## config.mk

```make
export PLATFORM = sky130hd
export DESIGN_NAME = stream_write_dma_command
export DESIGN_NICKNAME = d
export VERILOG_FILES = /design/src/core/stream_dma_pkg.sv /design/src/core/stream_write_dma_command.sv /design/src/core/time_limit_timer.sv
export SDC_FILE = /design/constraint.sdc
export NUM_CORES = 1
export LEC_CHECK = 0
export ABC_AREA = 1
export BUFFER_PORTS_ARGS = -buffer_cell sky130_fd_sc_hd__buf_2
export CAP_MARGIN = 10
export CORE_MARGIN = 5
export CORE_UTILIZATION = 45
export DETAILED_ROUTE_END_ITERATION = 10
export HOLD_SLACK_MARGIN = 0.05
export PLACE_DENSITY = 0.59
export SYNTH_ARGS = -nofsm -noshare
export SYNTH_HDL_FRONTEND = slang
export SYNTH_SLANG_ARGS = --single-unit
```

## constraint.sdc

```tcl
create_clock -name pclk -period 3.92 [get_ports pclk]
set_input_delay 0.784 -clock pclk [delete_from_list [all_inputs] [get_ports pclk]]
set_output_delay 0.784 -clock pclk [all_outputs]
set_load 0.01 [all_outputs]
```

## src/core/stream_dma_pkg.sv

```systemverilog
// constants and types shared by the streaming dma write command block
package stream_dma_pkg;

  // ---------------------------------------------------------------
  // command codes and register offsets (byte addresses)
  // ---------------------------------------------------------------
  localparam logic [7:0]  CMD_STREAM_WRITE = 8'h3A;
  localparam logic [11:0] OFS_COMMAND      = 12'h000;
  localparam logic [11:0] OFS_FEATURE      = 12'h004;
  localparam logic [11:0] OFS_COUNT        = 12'h008;
  localparam logic [11:0] OFS_LBA_LOW      = 12'h00C;
  localparam logic [11:0] OFS_LBA_HIGH     = 12'h010;
  localparam logic [11:0] OFS_STATUS       = 12'h014;
  localparam logic [11:0] OFS_ERROR        = 12'h018;
  localparam logic [11:0] OFS_ERROR_LOG    = 12'h01C;
  localparam logic [11:0] OFS_INT_STATUS   = 12'h020;
  localparam logic [11:0] OFS_INT_MASK     = 12'h024;
  localparam logic [11:0] OFS_STREAM_DFLT  = 12'h028;
  localparam logic [11:0] OFS_SECTORS_LEFT = 12'h02C;

  // ---------------------------------------------------------------
  // field positions
  // ---------------------------------------------------------------
  localparam int FEAT_URGENT_BIT = 7;
  localparam int FEAT_WC_BIT     = 6;
  localparam int FEAT_FLUSH_BIT  = 5;
  localparam int FEAT_SID_MSB    = 2;
  localparam int ST_BSY          = 7;
  localparam int ST_RDY          = 6;
  localparam int ST_SE           = 5;
  localparam int ST_DWE          = 4;
  localparam int ST_DRQ          = 3;
  localparam int ST_ERR          = 0;
  localparam int ER_CRC          = 7;
  localparam int ER_IDN          = 4;
  localparam int ER_ABT          = 2;
  localparam int ER_TIME_LIMIT_EXPIRED         = 0;
  localparam int INT_DONE        = 0;
  localparam int INT_FAIL        = 1;
  localparam int INT_TIMEOUT     = 2;

  // ---------------------------------------------------------------
  // reset values, counts and timing
  // ---------------------------------------------------------------
  localparam logic [7:0]  STATUS_RESET       = 8'h40;
  localparam logic [16:0] ZERO_COUNT_SECTORS = 17'h1_0000;
  localparam int          WORDS_PER_SECTOR   = 256;
  localparam int          TIME_UNIT_US       = 1;
  localparam int          MIN_LIMIT          = 1;
  localparam int          CLK_PERIOD_NS      = 10;
  localparam int          US_NS              = 1000;
  localparam int          CYCLES_PER_US      = US_NS / CLK_PERIOD_NS;

  typedef enum logic [2:0] {
    ST_IDLE  = 3'b001,
    ST_XFER  = 3'b010,
    ST_FLUSH = 3'b100
  } cmd_state_type;

endpackage

```

## src/core/stream_write_dma_command.sv

```systemverilog
// streaming dma write command interpreter with apb register access
//
// How it works
// - command code 3Ah written to the command register starts a streaming write
// - write data arrives by dma word handshake, never by programmed transfers
// - requested feature options are carried out before completion is posted
// - continuous-write set means transfer and media errors never abort the command
// - continuous-write errors: full transfer, then busy clear, stream error set, error clear
// - continuous-write errors are recorded by kind in the error log
// - continuous-write time limit expiry stops, clears busy, logs the expiry bit
// - with continuous-write the device tries to move the full amount within the time limit
// - urgent commands are flagged to the media side and bounded by the timer
// - status shows busy 7, ready 6, stream error 5, deferred error 4 zero, error 0
// - flush bit set means wait for media flush before completion
// - the three-bit stream id selects that stream's stored configuration
// - zero limit uses the stream default; zero default disables the limit
// - a sector count of zero transfers 65536 sectors
//
// The APB interface to the registers and the address map are this design's own decisions.
`timescale 1ns/10ps
`default_nettype none
module stream_write_dma_command
  import stream_dma_pkg::*;
#(
  parameter int         WPS      = WORDS_PER_SECTOR, // 16-bit words per sector
  parameter logic [15:0] UNIT_US = 16'(TIME_UNIT_US), // microseconds per limit step
  parameter logic [7:0]  MIN_LIM = 8'(MIN_LIMIT)      // shortest limit in steps
) (
  input  wire logic        pclk,          // clock, 100 MHz
  input  wire logic        presetn,       // async reset, active low
  input  wire logic        psel,          // apb select
  input  wire logic        penable,       // apb access phase
  input  wire logic        pwrite,        // apb write
  input  wire logic [11:0] paddr,         // apb byte address
  input  wire logic [31:0] pwdata,        // apb write data
  output logic      [31:0] prdata,        // apb read data
  output logic             pready,        // apb ready
  output logic             pslverr,       // apb error, unmapped address
  input  wire logic        dma_valid,     // host word present
  input  wire logic [15:0] dma_data,      // host word
  input  wire logic        dma_crc_err,   // interface crc error on word
  output logic             dma_req,       // device accepts words
  output logic             media_we,      // pulse: word to media
  output logic      [15:0] media_data,    // word to media
  output logic      [47:0] media_lba,     // sector address; already steps to the next sector with a sector's last word
  output logic      [2:0]  media_stream,  // selected stream
  output logic             urgent_request, // urgent command running
  input  wire logic        media_idnf,    // pulse: sector id not found
  input  wire logic        media_abort,   // pulse: media aborted write
  output logic             flush_req,     // level: flush stream to media
  input  wire logic        flush_done,    // pulse: flush finished
  output logic             irq            // level interrupt
);

  cmd_state_type state_r;
  logic [7:0]    feat_cur_r, feat_prev_r;
  logic [15:0]   count_r;
  logic [47:0]   lba_r;
  logic [7:0]    dflt_limit_r [8];
  logic [16:0]   sectors_left_r;
  logic [15:0]   word_cnt_r;
  logic          bsy_r, se_r, err_r;
  logic [7:0]    err_reg_r, err_log_r;
  logic [2:0]    int_stat_r, int_mask_r, int_set;
  logic          continuous_write_enable, flush_sel;
  logic [2:0]    sid;
  logic [7:0]    lim_sel, completion_time_limit;
  logic [23:0]   limit_us;
  logic          time_limit_expired;
  logic          wr_fire, rd_take, cmd_wr, start, bad_cmd;
  logic          word_take, last_word, err_ev, timeout, fin_ok, fin_abort, finish;
  logic [7:0]    err_kind, status_val;
  logic [31:0]   rd_val;
  logic          rd_hit;

  // ---------------------------------------------------------------
  // apb decode: answer one cycle into the access phase
  // ---------------------------------------------------------------
  assign rd_take = psel && penable && !pready;
  assign wr_fire = psel && penable && pready && pwrite;
  assign cmd_wr  = wr_fire && (paddr == OFS_COMMAND) && !bsy_r;
  assign start   = cmd_wr && (pwdata[7:0] == CMD_STREAM_WRITE);
  assign bad_cmd = cmd_wr && (pwdata[7:0] != CMD_STREAM_WRITE);

  // status as the host sees it, deferred write error held low
  assign status_val = {bsy_r, 1'b1, se_r, 1'b0, dma_req, 2'b00, err_r};

  // read mux
  always_comb begin
    rd_val = 32'h0000_0000;
    rd_hit = 1'b1;
    case (paddr)
      OFS_COMMAND:      rd_val = 32'h0000_0000;
      OFS_FEATURE:      rd_val = {16'h0000, feat_prev_r, feat_cur_r};
      OFS_COUNT:        rd_val = {16'h0000, count_r};
      OFS_LBA_LOW:      rd_val = lba_r[31:0];
      OFS_LBA_HIGH:     rd_val = {16'h0000, lba_r[47:32]};
      OFS_STATUS:       rd_val = {24'h00_0000, status_val};
      OFS_ERROR:        rd_val = {24'h00_0000, err_reg_r};
      OFS_ERROR_LOG:    rd_val = {24'h00_0000, err_log_r};
      OFS_INT_STATUS:   rd_val = {29'h0000_0000, int_stat_r};
      OFS_INT_MASK:     rd_val = {29'h0000_0000, int_mask_r};
      OFS_STREAM_DFLT:  rd_val = 32'h0000_0000;
      OFS_SECTORS_LEFT: rd_val = {15'h0000, sectors_left_r};
      default:          rd_hit = 1'b0;
    endcase
  end

  // handshake flops; data sampled when ready rises
  always_ff @(posedge pclk or negedge presetn) begin
    if (!presetn) begin
      pready  <= 1'b0;
      prdata  <= 32'h0000_0000;
      pslverr <= 1'b0;
    end else begin
      pready  <= rd_take;
      if (rd_take) begin
        prdata  <= pwrite ? 32'h0000_0000 : rd_val;
        pslverr <= !rd_hit;
      end else begin
        pslverr <= 1'b0;
      end
    end
  end

  // ---------------------------------------------------------------
  // command block registers, frozen while busy
  // ---------------------------------------------------------------
  always_ff @(posedge pclk or negedge presetn) begin
    if (!presetn) begin
      feat_cur_r  <= 8'h00;
      feat_prev_r <= 8'h00;
      count_r     <= 16'h0000;
      lba_r       <= 48'h0000_0000_0000;
    end else if (wr_fire && !bsy_r) begin
      if (paddr == OFS_FEATURE) begin
        feat_cur_r  <= pwdata[7:0];
        feat_prev_r <= pwdata[15:8];
      end
      if (paddr == OFS_COUNT) begin
        count_r <= pwdata[15:0];
      end
      if (paddr == OFS_LBA_LOW) begin
        lba_r[31:0] <= pwdata;
      end
      if (paddr == OFS_LBA_HIGH) begin
        lba_r[47:32] <= pwdata[15:0];
      end
    end
  end

  // per-stream default limits; id in bits 2:0, limit in bits 15:8
  for (genvar i = 0; i < 8; i++) begin : g_dflt
    always_ff @(posedge pclk or negedge presetn) begin
      if (!presetn) begin
        dflt_limit_r[i] <= 8'h00;
      end else if (wr_fire && (paddr == OFS_STREAM_DFLT) && (pwdata[2:0] == 3'(i))) begin
        dflt_limit_r[i] <= pwdata[15:8];
      end
    end
  end

  // ---------------------------------------------------------------
  // option decode and time limit selection
  // ---------------------------------------------------------------
  assign continuous_write_enable = feat_cur_r[FEAT_WC_BIT];
  assign flush_sel = feat_cur_r[FEAT_FLUSH_BIT];
  assign sid       = feat_cur_r[FEAT_SID_MSB:0];
  assign lim_sel   = (feat_prev_r != 8'h00) ? feat_prev_r : dflt_limit_r[sid];
  assign completion_time_limit = (lim_sel < MIN_LIM) ? MIN_LIM : lim_sel;
  assign limit_us  = 24'(completion_time_limit * UNIT_US);

  // a zero selection leaves the timer disarmed
  time_limit_timer u_timer (
    .pclk     (pclk),
    .presetn  (presetn),
    .start    (start),
    .run      (bsy_r),
    .enable   (lim_sel != 8'h00),
    .limit_us (limit_us),
    .expired  (time_limit_expired)
  );

  // ---------------------------------------------------------------
  // transfer events
  // ---------------------------------------------------------------
  assign word_take = (state_r == ST_XFER) && dma_req && dma_valid;
  assign last_word = word_take && (word_cnt_r == 16'(WPS - 1)) &&
                     (sectors_left_r == 17'h0_0001);
  assign err_kind  = {(word_take && dma_crc_err), 2'b00,
                      ((state_r == ST_XFER) && media_idnf), 1'b0,
                      ((state_r == ST_XFER) && media_abort), 2'b00};
  assign err_ev    = (err_kind != 8'h00);
  assign timeout   = time_limit_expired && (state_r != ST_IDLE);
  // errors abort only without continuous-write
  assign fin_abort = (err_ev && !continuous_write_enable) || timeout || bad_cmd;
  assign fin_ok    = ((state_r == ST_XFER) && last_word && !flush_sel) ||
                     ((state_r == ST_FLUSH) && flush_done);
  assign finish    = fin_ok || fin_abort;

  // ---------------------------------------------------------------
  // command state machine and sector walk
  // ---------------------------------------------------------------
  always_ff @(posedge pclk or negedge presetn) begin
    if (!presetn) begin
      state_r        <= ST_IDLE;
      sectors_left_r <= 17'h0_0000;
      word_cnt_r     <= 16'h0000;
      dma_req        <= 1'b0;
      flush_req      <= 1'b0;
      media_stream   <= 3'b000;
      urgent_request <= 1'b0;
    end else begin
      case (state_r)
        ST_IDLE: begin
          if (start) begin
            state_r        <= ST_XFER;
            sectors_left_r <= (count_r == 16'h0000) ? ZERO_COUNT_SECTORS
                                                    : {1'b0, count_r};
            word_cnt_r     <= 16'h0000;
            dma_req        <= 1'b1;
            media_stream   <= sid;
            urgent_request <= feat_cur_r[FEAT_URGENT_BIT];
          end
        end
        ST_XFER: begin
          if (word_take) begin
            // with continuous-write the whole count is moved even when some words are bad
            if (word_cnt_r == 16'(WPS - 1)) begin
              word_cnt_r     <= 16'h0000;
              sectors_left_r <= sectors_left_r - 17'h0_0001;
            end else begin
              word_cnt_r <= word_cnt_r + 16'h0001;
            end
          end
          if (fin_abort) begin
            state_r        <= ST_IDLE;
            dma_req        <= 1'b0;
            urgent_request <= 1'b0;
          end else if (last_word) begin
            dma_req <= 1'b0;
            if (flush_sel) begin
              state_r   <= ST_FLUSH;
              flush_req <= 1'b1;
            end else begin
              state_r        <= ST_IDLE;
              urgent_request <= 1'b0;
            end
          end
        end
        ST_FLUSH: begin
          if (flush_done || timeout) begin
            state_r        <= ST_IDLE;
            flush_req      <= 1'b0;
            urgent_request <= 1'b0;
          end
        end
        default: begin
          state_r   <= ST_IDLE;
          dma_req   <= 1'b0;
          flush_req <= 1'b0;
        end
      endcase
    end
  end

  // media write port follows each accepted word
  always_ff @(posedge pclk or negedge presetn) begin
    if (!presetn) begin
      media_we   <= 1'b0;
      media_data <= 16'h0000;
      media_lba  <= 48'h0000_0000_0000;
    end else begin
      media_we <= word_take;
      if (start) begin
        media_lba <= lba_r;
      end else if (word_take && (word_cnt_r == 16'(WPS - 1))) begin
        media_lba <= media_lba + 48'h0000_0000_0001;
      end
      if (word_take) begin
        media_data <= dma_data;
      end
    end
  end

  // ---------------------------------------------------------------
  // ending status, error register and error log
  // ---------------------------------------------------------------
  always_ff @(posedge pclk or negedge presetn) begin
    if (!presetn) begin
      bsy_r     <= 1'b0;
      se_r      <= 1'b0;
      err_r     <= 1'b0;
      err_reg_r <= 8'h00;
      err_log_r <= 8'h00;
    end else if (start) begin
      bsy_r     <= 1'b1;
      se_r      <= 1'b0;
      err_r     <= 1'b0;
      err_reg_r <= 8'h00;
      err_log_r <= 8'h00;
    end else if (bad_cmd) begin
      err_r     <= 1'b1;
      err_reg_r <= 8'h00 | (8'h01 << ER_ABT);
    end else if (bsy_r) begin
      if (continuous_write_enable) begin
        // kinds of error collect in the log instead of the error bit
        err_log_r <= err_log_r | err_kind | (timeout ? 8'h01 << ER_TIME_LIMIT_EXPIRED : 8'h00);
      end
      if (finish) begin
        bsy_r <= 1'b0;
        if (continuous_write_enable) begin
          se_r  <= (err_log_r != 8'h00) || err_ev || timeout;
          err_r <= 1'b0;
        end else if (fin_abort) begin
          err_r     <= 1'b1;
          err_reg_r <= err_kind | (timeout ? 8'h01 << ER_ABT : 8'h00);
        end
      end
    end
  end

  // ---------------------------------------------------------------
  // interrupt status (write one to clear), mask and output
  // ---------------------------------------------------------------
  assign int_set = {timeout && bsy_r,
                    (bsy_r && finish && (fin_abort || err_ev || err_log_r != 8'h00)) || bad_cmd,
                    (bsy_r && finish) || bad_cmd};

  // a new event wins over a clear in the same cycle
  always_ff @(posedge pclk or negedge presetn) begin
    if (!presetn) begin
      int_stat_r <= 3'b000;
      int_mask_r <= 3'b000;
      irq        <= 1'b0;
    end else begin
      int_stat_r <= (int_stat_r &
                     ~((wr_fire && paddr == OFS_INT_STATUS) ? pwdata[2:0] : 3'b000)) |
                    int_set;
      if (wr_fire && paddr == OFS_INT_MASK) begin
        int_mask_r <= pwdata[2:0];
      end
      irq <= |(int_stat_r & int_mask_r);
    end
  end
endmodule
`default_nettype wire

```

## src/core/time_limit_timer.sv

```systemverilog
// completion time limit timer counting whole microseconds
`timescale 1ns/10ps
`default_nettype none
module time_limit_timer
  import stream_dma_pkg::*;
#(
  parameter int CYC_PER_US = CYCLES_PER_US
) (
  input  wire logic        pclk,     // system clock
  input  wire logic        presetn,  // async reset, active low
  input  wire logic        start,    // pulse: command accepted
  input  wire logic        run,      // level: command in progress
  input  wire logic        enable,   // limit in force for this command
  input  wire logic [23:0] limit_us, // limit in microseconds
  output logic             expired   // level until next start
);

  logic [15:0] cyc_r;
  logic [23:0] us_r;
  logic        armed_r;

  // ---------------------------------------------------------------
  // microsecond prescaler and elapsed counter
  // ---------------------------------------------------------------
  always_ff @(posedge pclk or negedge presetn) begin
    if (!presetn) begin
      cyc_r   <= 16'h0000;
      us_r    <= 24'h00_0000;
      armed_r <= 1'b0;
      expired <= 1'b0;
    end else if (start) begin
      cyc_r   <= 16'h0000;
      us_r    <= 24'h00_0000;
      armed_r <= enable;
      expired <= 1'b0;
    end else if (armed_r && run && !expired) begin
      if (cyc_r == 16'(CYC_PER_US - 1)) begin
        cyc_r <= 16'h0000;
        us_r  <= us_r + 24'h00_0001;
        // compare against the count about to be reached
        if (us_r + 24'h00_0001 >= limit_us) begin
          expired <= 1'b1;
        end
      end else begin
        cyc_r <= cyc_r + 16'h0001;
      end
    end
  end

endmodule
`default_nettype wire

```

==> out/results.ini <==
[status]
status = finished, final reports clean

[yosys]
seq_area_frac_synth = 0.478
ys.warnings.count = 0
synthAdderAreaFrac = 0.00973
ys_ff_latch = 344
netlist_instances = 2340
synthXorXnorAreaFrac = 0.0258
synth-compound-area-share = 0.151
syn-cell-area_um2 = 18000
ys_types = 53
synth_ff_type = dfrtp_1
synth-edff-count = 0
synthSimpleGateAreaFrac = 0.257
avgSynthCellArea_um2 = 7.70
synth-async-reset-ratio = 1.00
post_synth_mux_area_share = 0
syn_nets = 2424
synth_top_family_by_area = simple AND/OR/NAND/NOR gates

[routing]
dr.first_iter.drc_count = 1740
viasPerCell = 5.48
dr.pass1.iters = 6
route.detailed.drc = 0
drt_wl_total_um = 59500
wl_per_cell_um = 19.5
antenna_left = 0
vias = 16800

[clocking]
cts_tree = done
cts_sinks = 344
root_buffer = clkbuf_16
clock_latency_ns = 0.58
cts_max_path_buffers = 3
cts_setup_buffers = 0
cts_buffers = 41
cts_hold_buffers = 0
cts.htree.levels = 2
clkTransAtPathRegs_ns = 0.06
ctsResizeCount = 0

[timing]
worst_pin_slew_ns = 0.931
timing_hold_violations_final = 0
period_share = 0.741
setup_violations = 0
fin_crit_ns = 2.91
setup_tns_ns = 0
slew_viol_final = 0
timing.slew.headroom = 0.378
max_freq_ghz = 0.344
clock_skew_ns = 0.0402
rsz0062_at_grt = no

[grt]
globalRouteOverflowTotal = 0
grt_pass1_vias = 16400
antenna_found_initial = 2
grt_first_pass_wirelength_um = 93600
grt_usage = 0.267
grt_max_degree = 83

[pwr]
cellPowerDensity_nw_per_um2 = 396
ir_drop_v = 0.000260
p_leak_nw = 10.4

[floorplan]
die-width_um = 210
ios = 176
coreArea_um2 = 39600
die_area_um2 = 44100
num_rows = 73
dieHeight_um = 210
initial_core_util = 0.454

[flow_run]
drv_cap = 0

[worst_setup_path]
crit_arrival_ns = 3.36
reg2reg_to = u_timer.expired$_DFFE_PN0P_
critPathCaptureType = flop
r2r.worst_path.cells = 22
r2r-start = feat_cur_r[0]$_DFFE_PN0P_
worstSetupPathType = reg2reg
crit_path_max_fanout = 34
ff2ff_setup_slack_ns = 1.01
cp.required_ns = 4.37
start_kind = flop

[final_layout]
multi_input_area_um2 = 7980
fin_nets = 2588
regArea_um2 = 8610
antenna_cells = 0
drive_above_1_share = 0.125
syn_to_final_growth_pct = 16.2
n_fill_cell = 3872
fin_cells = 3059
final_common_cell = nand2_1
mostFrequentLayoutCells = nand2_1, dfrtp_1, inv_1

[min_path]
hold_path.class = in2async

[placed_design]
place_inst = 2986
io_buffer_count = 175
hpwlAfterDp_um = 43800
gp_congestion = 0.975

## worst max path at each step
| stage | startpoint | to | slack (ns) | cells after the start |
|---|---|---|---|---|
| 2_1_floorplan | feat_cur_r[1]$_DFFE_PN0P_ | u_timer.expired$_DFFE_PN0P_ | 1.46 | 23 |
| 3_3_place_gp | pwdata[0] | u_timer.cyc_r[9]$_DFFE_PN0P_ | 0.63 | 12 |
| 3_5_place_dp | pwdata[0] | u_timer.cyc_r[9]$_DFFE_PN0P_ | 0.52 | 12 |
| 4_1_cts | feat_cur_r[0]$_DFFE_PN0P_ | u_timer.expired$_DFFE_PN0P_ | 1.02 | 22 |
| 5_1_grt | feat_cur_r[0]$_DFFE_PN0P_ | u_timer.expired$_DFFE_PN0P_ | 0.69 | 22 |
| 6_report | feat_cur_r[0]$_DFFE_PN0P_ | u_timer.expired$_DFFE_PN0P_ | 1.01 | 22 |
## per-stage QoR
step	hold WS, ns	power (W)	cell area [µm²]	utilization	worst slack (ns)
final	0.258	0.00829	20900	0.528	1.01
after global routing	0.294	0.00857	20900	0.528	0.691
after CTS	0.262	0.00837	20900	0.528	1.02
after detailed placement	0.458	0.00410	19400	0.490	0.517
after global placement	0.449	0.00410	19400	0.490	0.629
after floorplan	0.443	0.00389	18000	-	1.46
## cell families (layout without fill, tap and decap cells)
logic type	count (synthesis)	count (layout)
simple gates	1098	1098
compound gates	476	476
buf+inv	355	549
xor+xnor	53	53
fa+ha+maj	14	14
flops	344	344
## synth_stat cells (all sizes together), types with 3 or more instances
cell | number | share of area
o21a | 3 | 0.0013
dfrtp | 343 | 0.48
nor4 | 10 | 0.0035
o211ai | 23 | 0.0096
a22o | 6 | 0.0029
a21oi | 68 | 0.020
clkinv | 5 | 0.0011
clkbuf | 54 | 0.011
xor2 | 45 | 0.022
xnor2 | 8 | 0.0039
inv | 269 | 0.056
o22ai | 53 | 0.018
o221ai | 25 | 0.012
ha | 14 | 0.0097
nor3 | 51 | 0.017
nand2 | 627 | 0.13
o21ai | 270 | 0.075
o21bai | 4 | 0.0017
o31ai | 5 | 0.0021
buf | 27 | 0.010
a21o | 7 | 0.0029
nand3 | 115 | 0.033
nor2 | 255 | 0.056
a22oi | 3 | 0.0013
nand4 | 37 | 0.013
## area by class of cell
cell class,count,area share
clock inverters,20,0.0163
multi-input cells,1641,0.382
inverters,274,0.0492
flip-flops and latches,344,0.412
well taps,525,0.0314
repair buffers,202,0.0544
clock buffers,53,0.0555
## report_power, final
group / internal (W) / switching [W]
clock network: 0.00268 / 0.00158
registers: 0.00358 / 0.0000300
logic: 0.000114 / 0.000309
total: 0.00638 / 0.00192
## registers in the layout (all words and copies together), names as in the netlist, 4 cells and up
register	flops
count_r	16
dflt_limit_r	64
err_log_r	4
feat_cur_r	8
feat_prev_r	8
lba_r	48
media_data	16
media_lba	48
prdata	32
sectors_left_r	17
u_timer.cyc_r	16
u_timer.us_r	24
word_cnt_r	16
## worst max-delay path, cell delays in order (launching register included)
cell      delay [ns]
dfrtp_1         0.56
inv_1           0.07
buf_4           0.24
o21ai_0         0.21
o211ai_1        0.11
nand3_1         0.09
nand2_1         0.08
nor2_1          0.10
nand2_1         0.08
o21bai_1        0.18
ha_1            0.26
inv_1           0.05
a21boi_0        0.07
o21ai_0         0.15
nand2_1         0.07
nand2_1         0.06
nand2_1         0.04
nand2_1         0.05
nand2_1         0.05
nand2_1         0.06
nand3_1         0.07
nand2_1         0.07
nand2_1         0.05
## metal layers
metal  GRT usage  share of wire
met4       0.102          0.039
met3      0.0488          0.071
met5           0        0.00022
met1       0.383           0.45
met2       0.407           0.44
No activity file was read; power rests on OpenSTA's default activity.
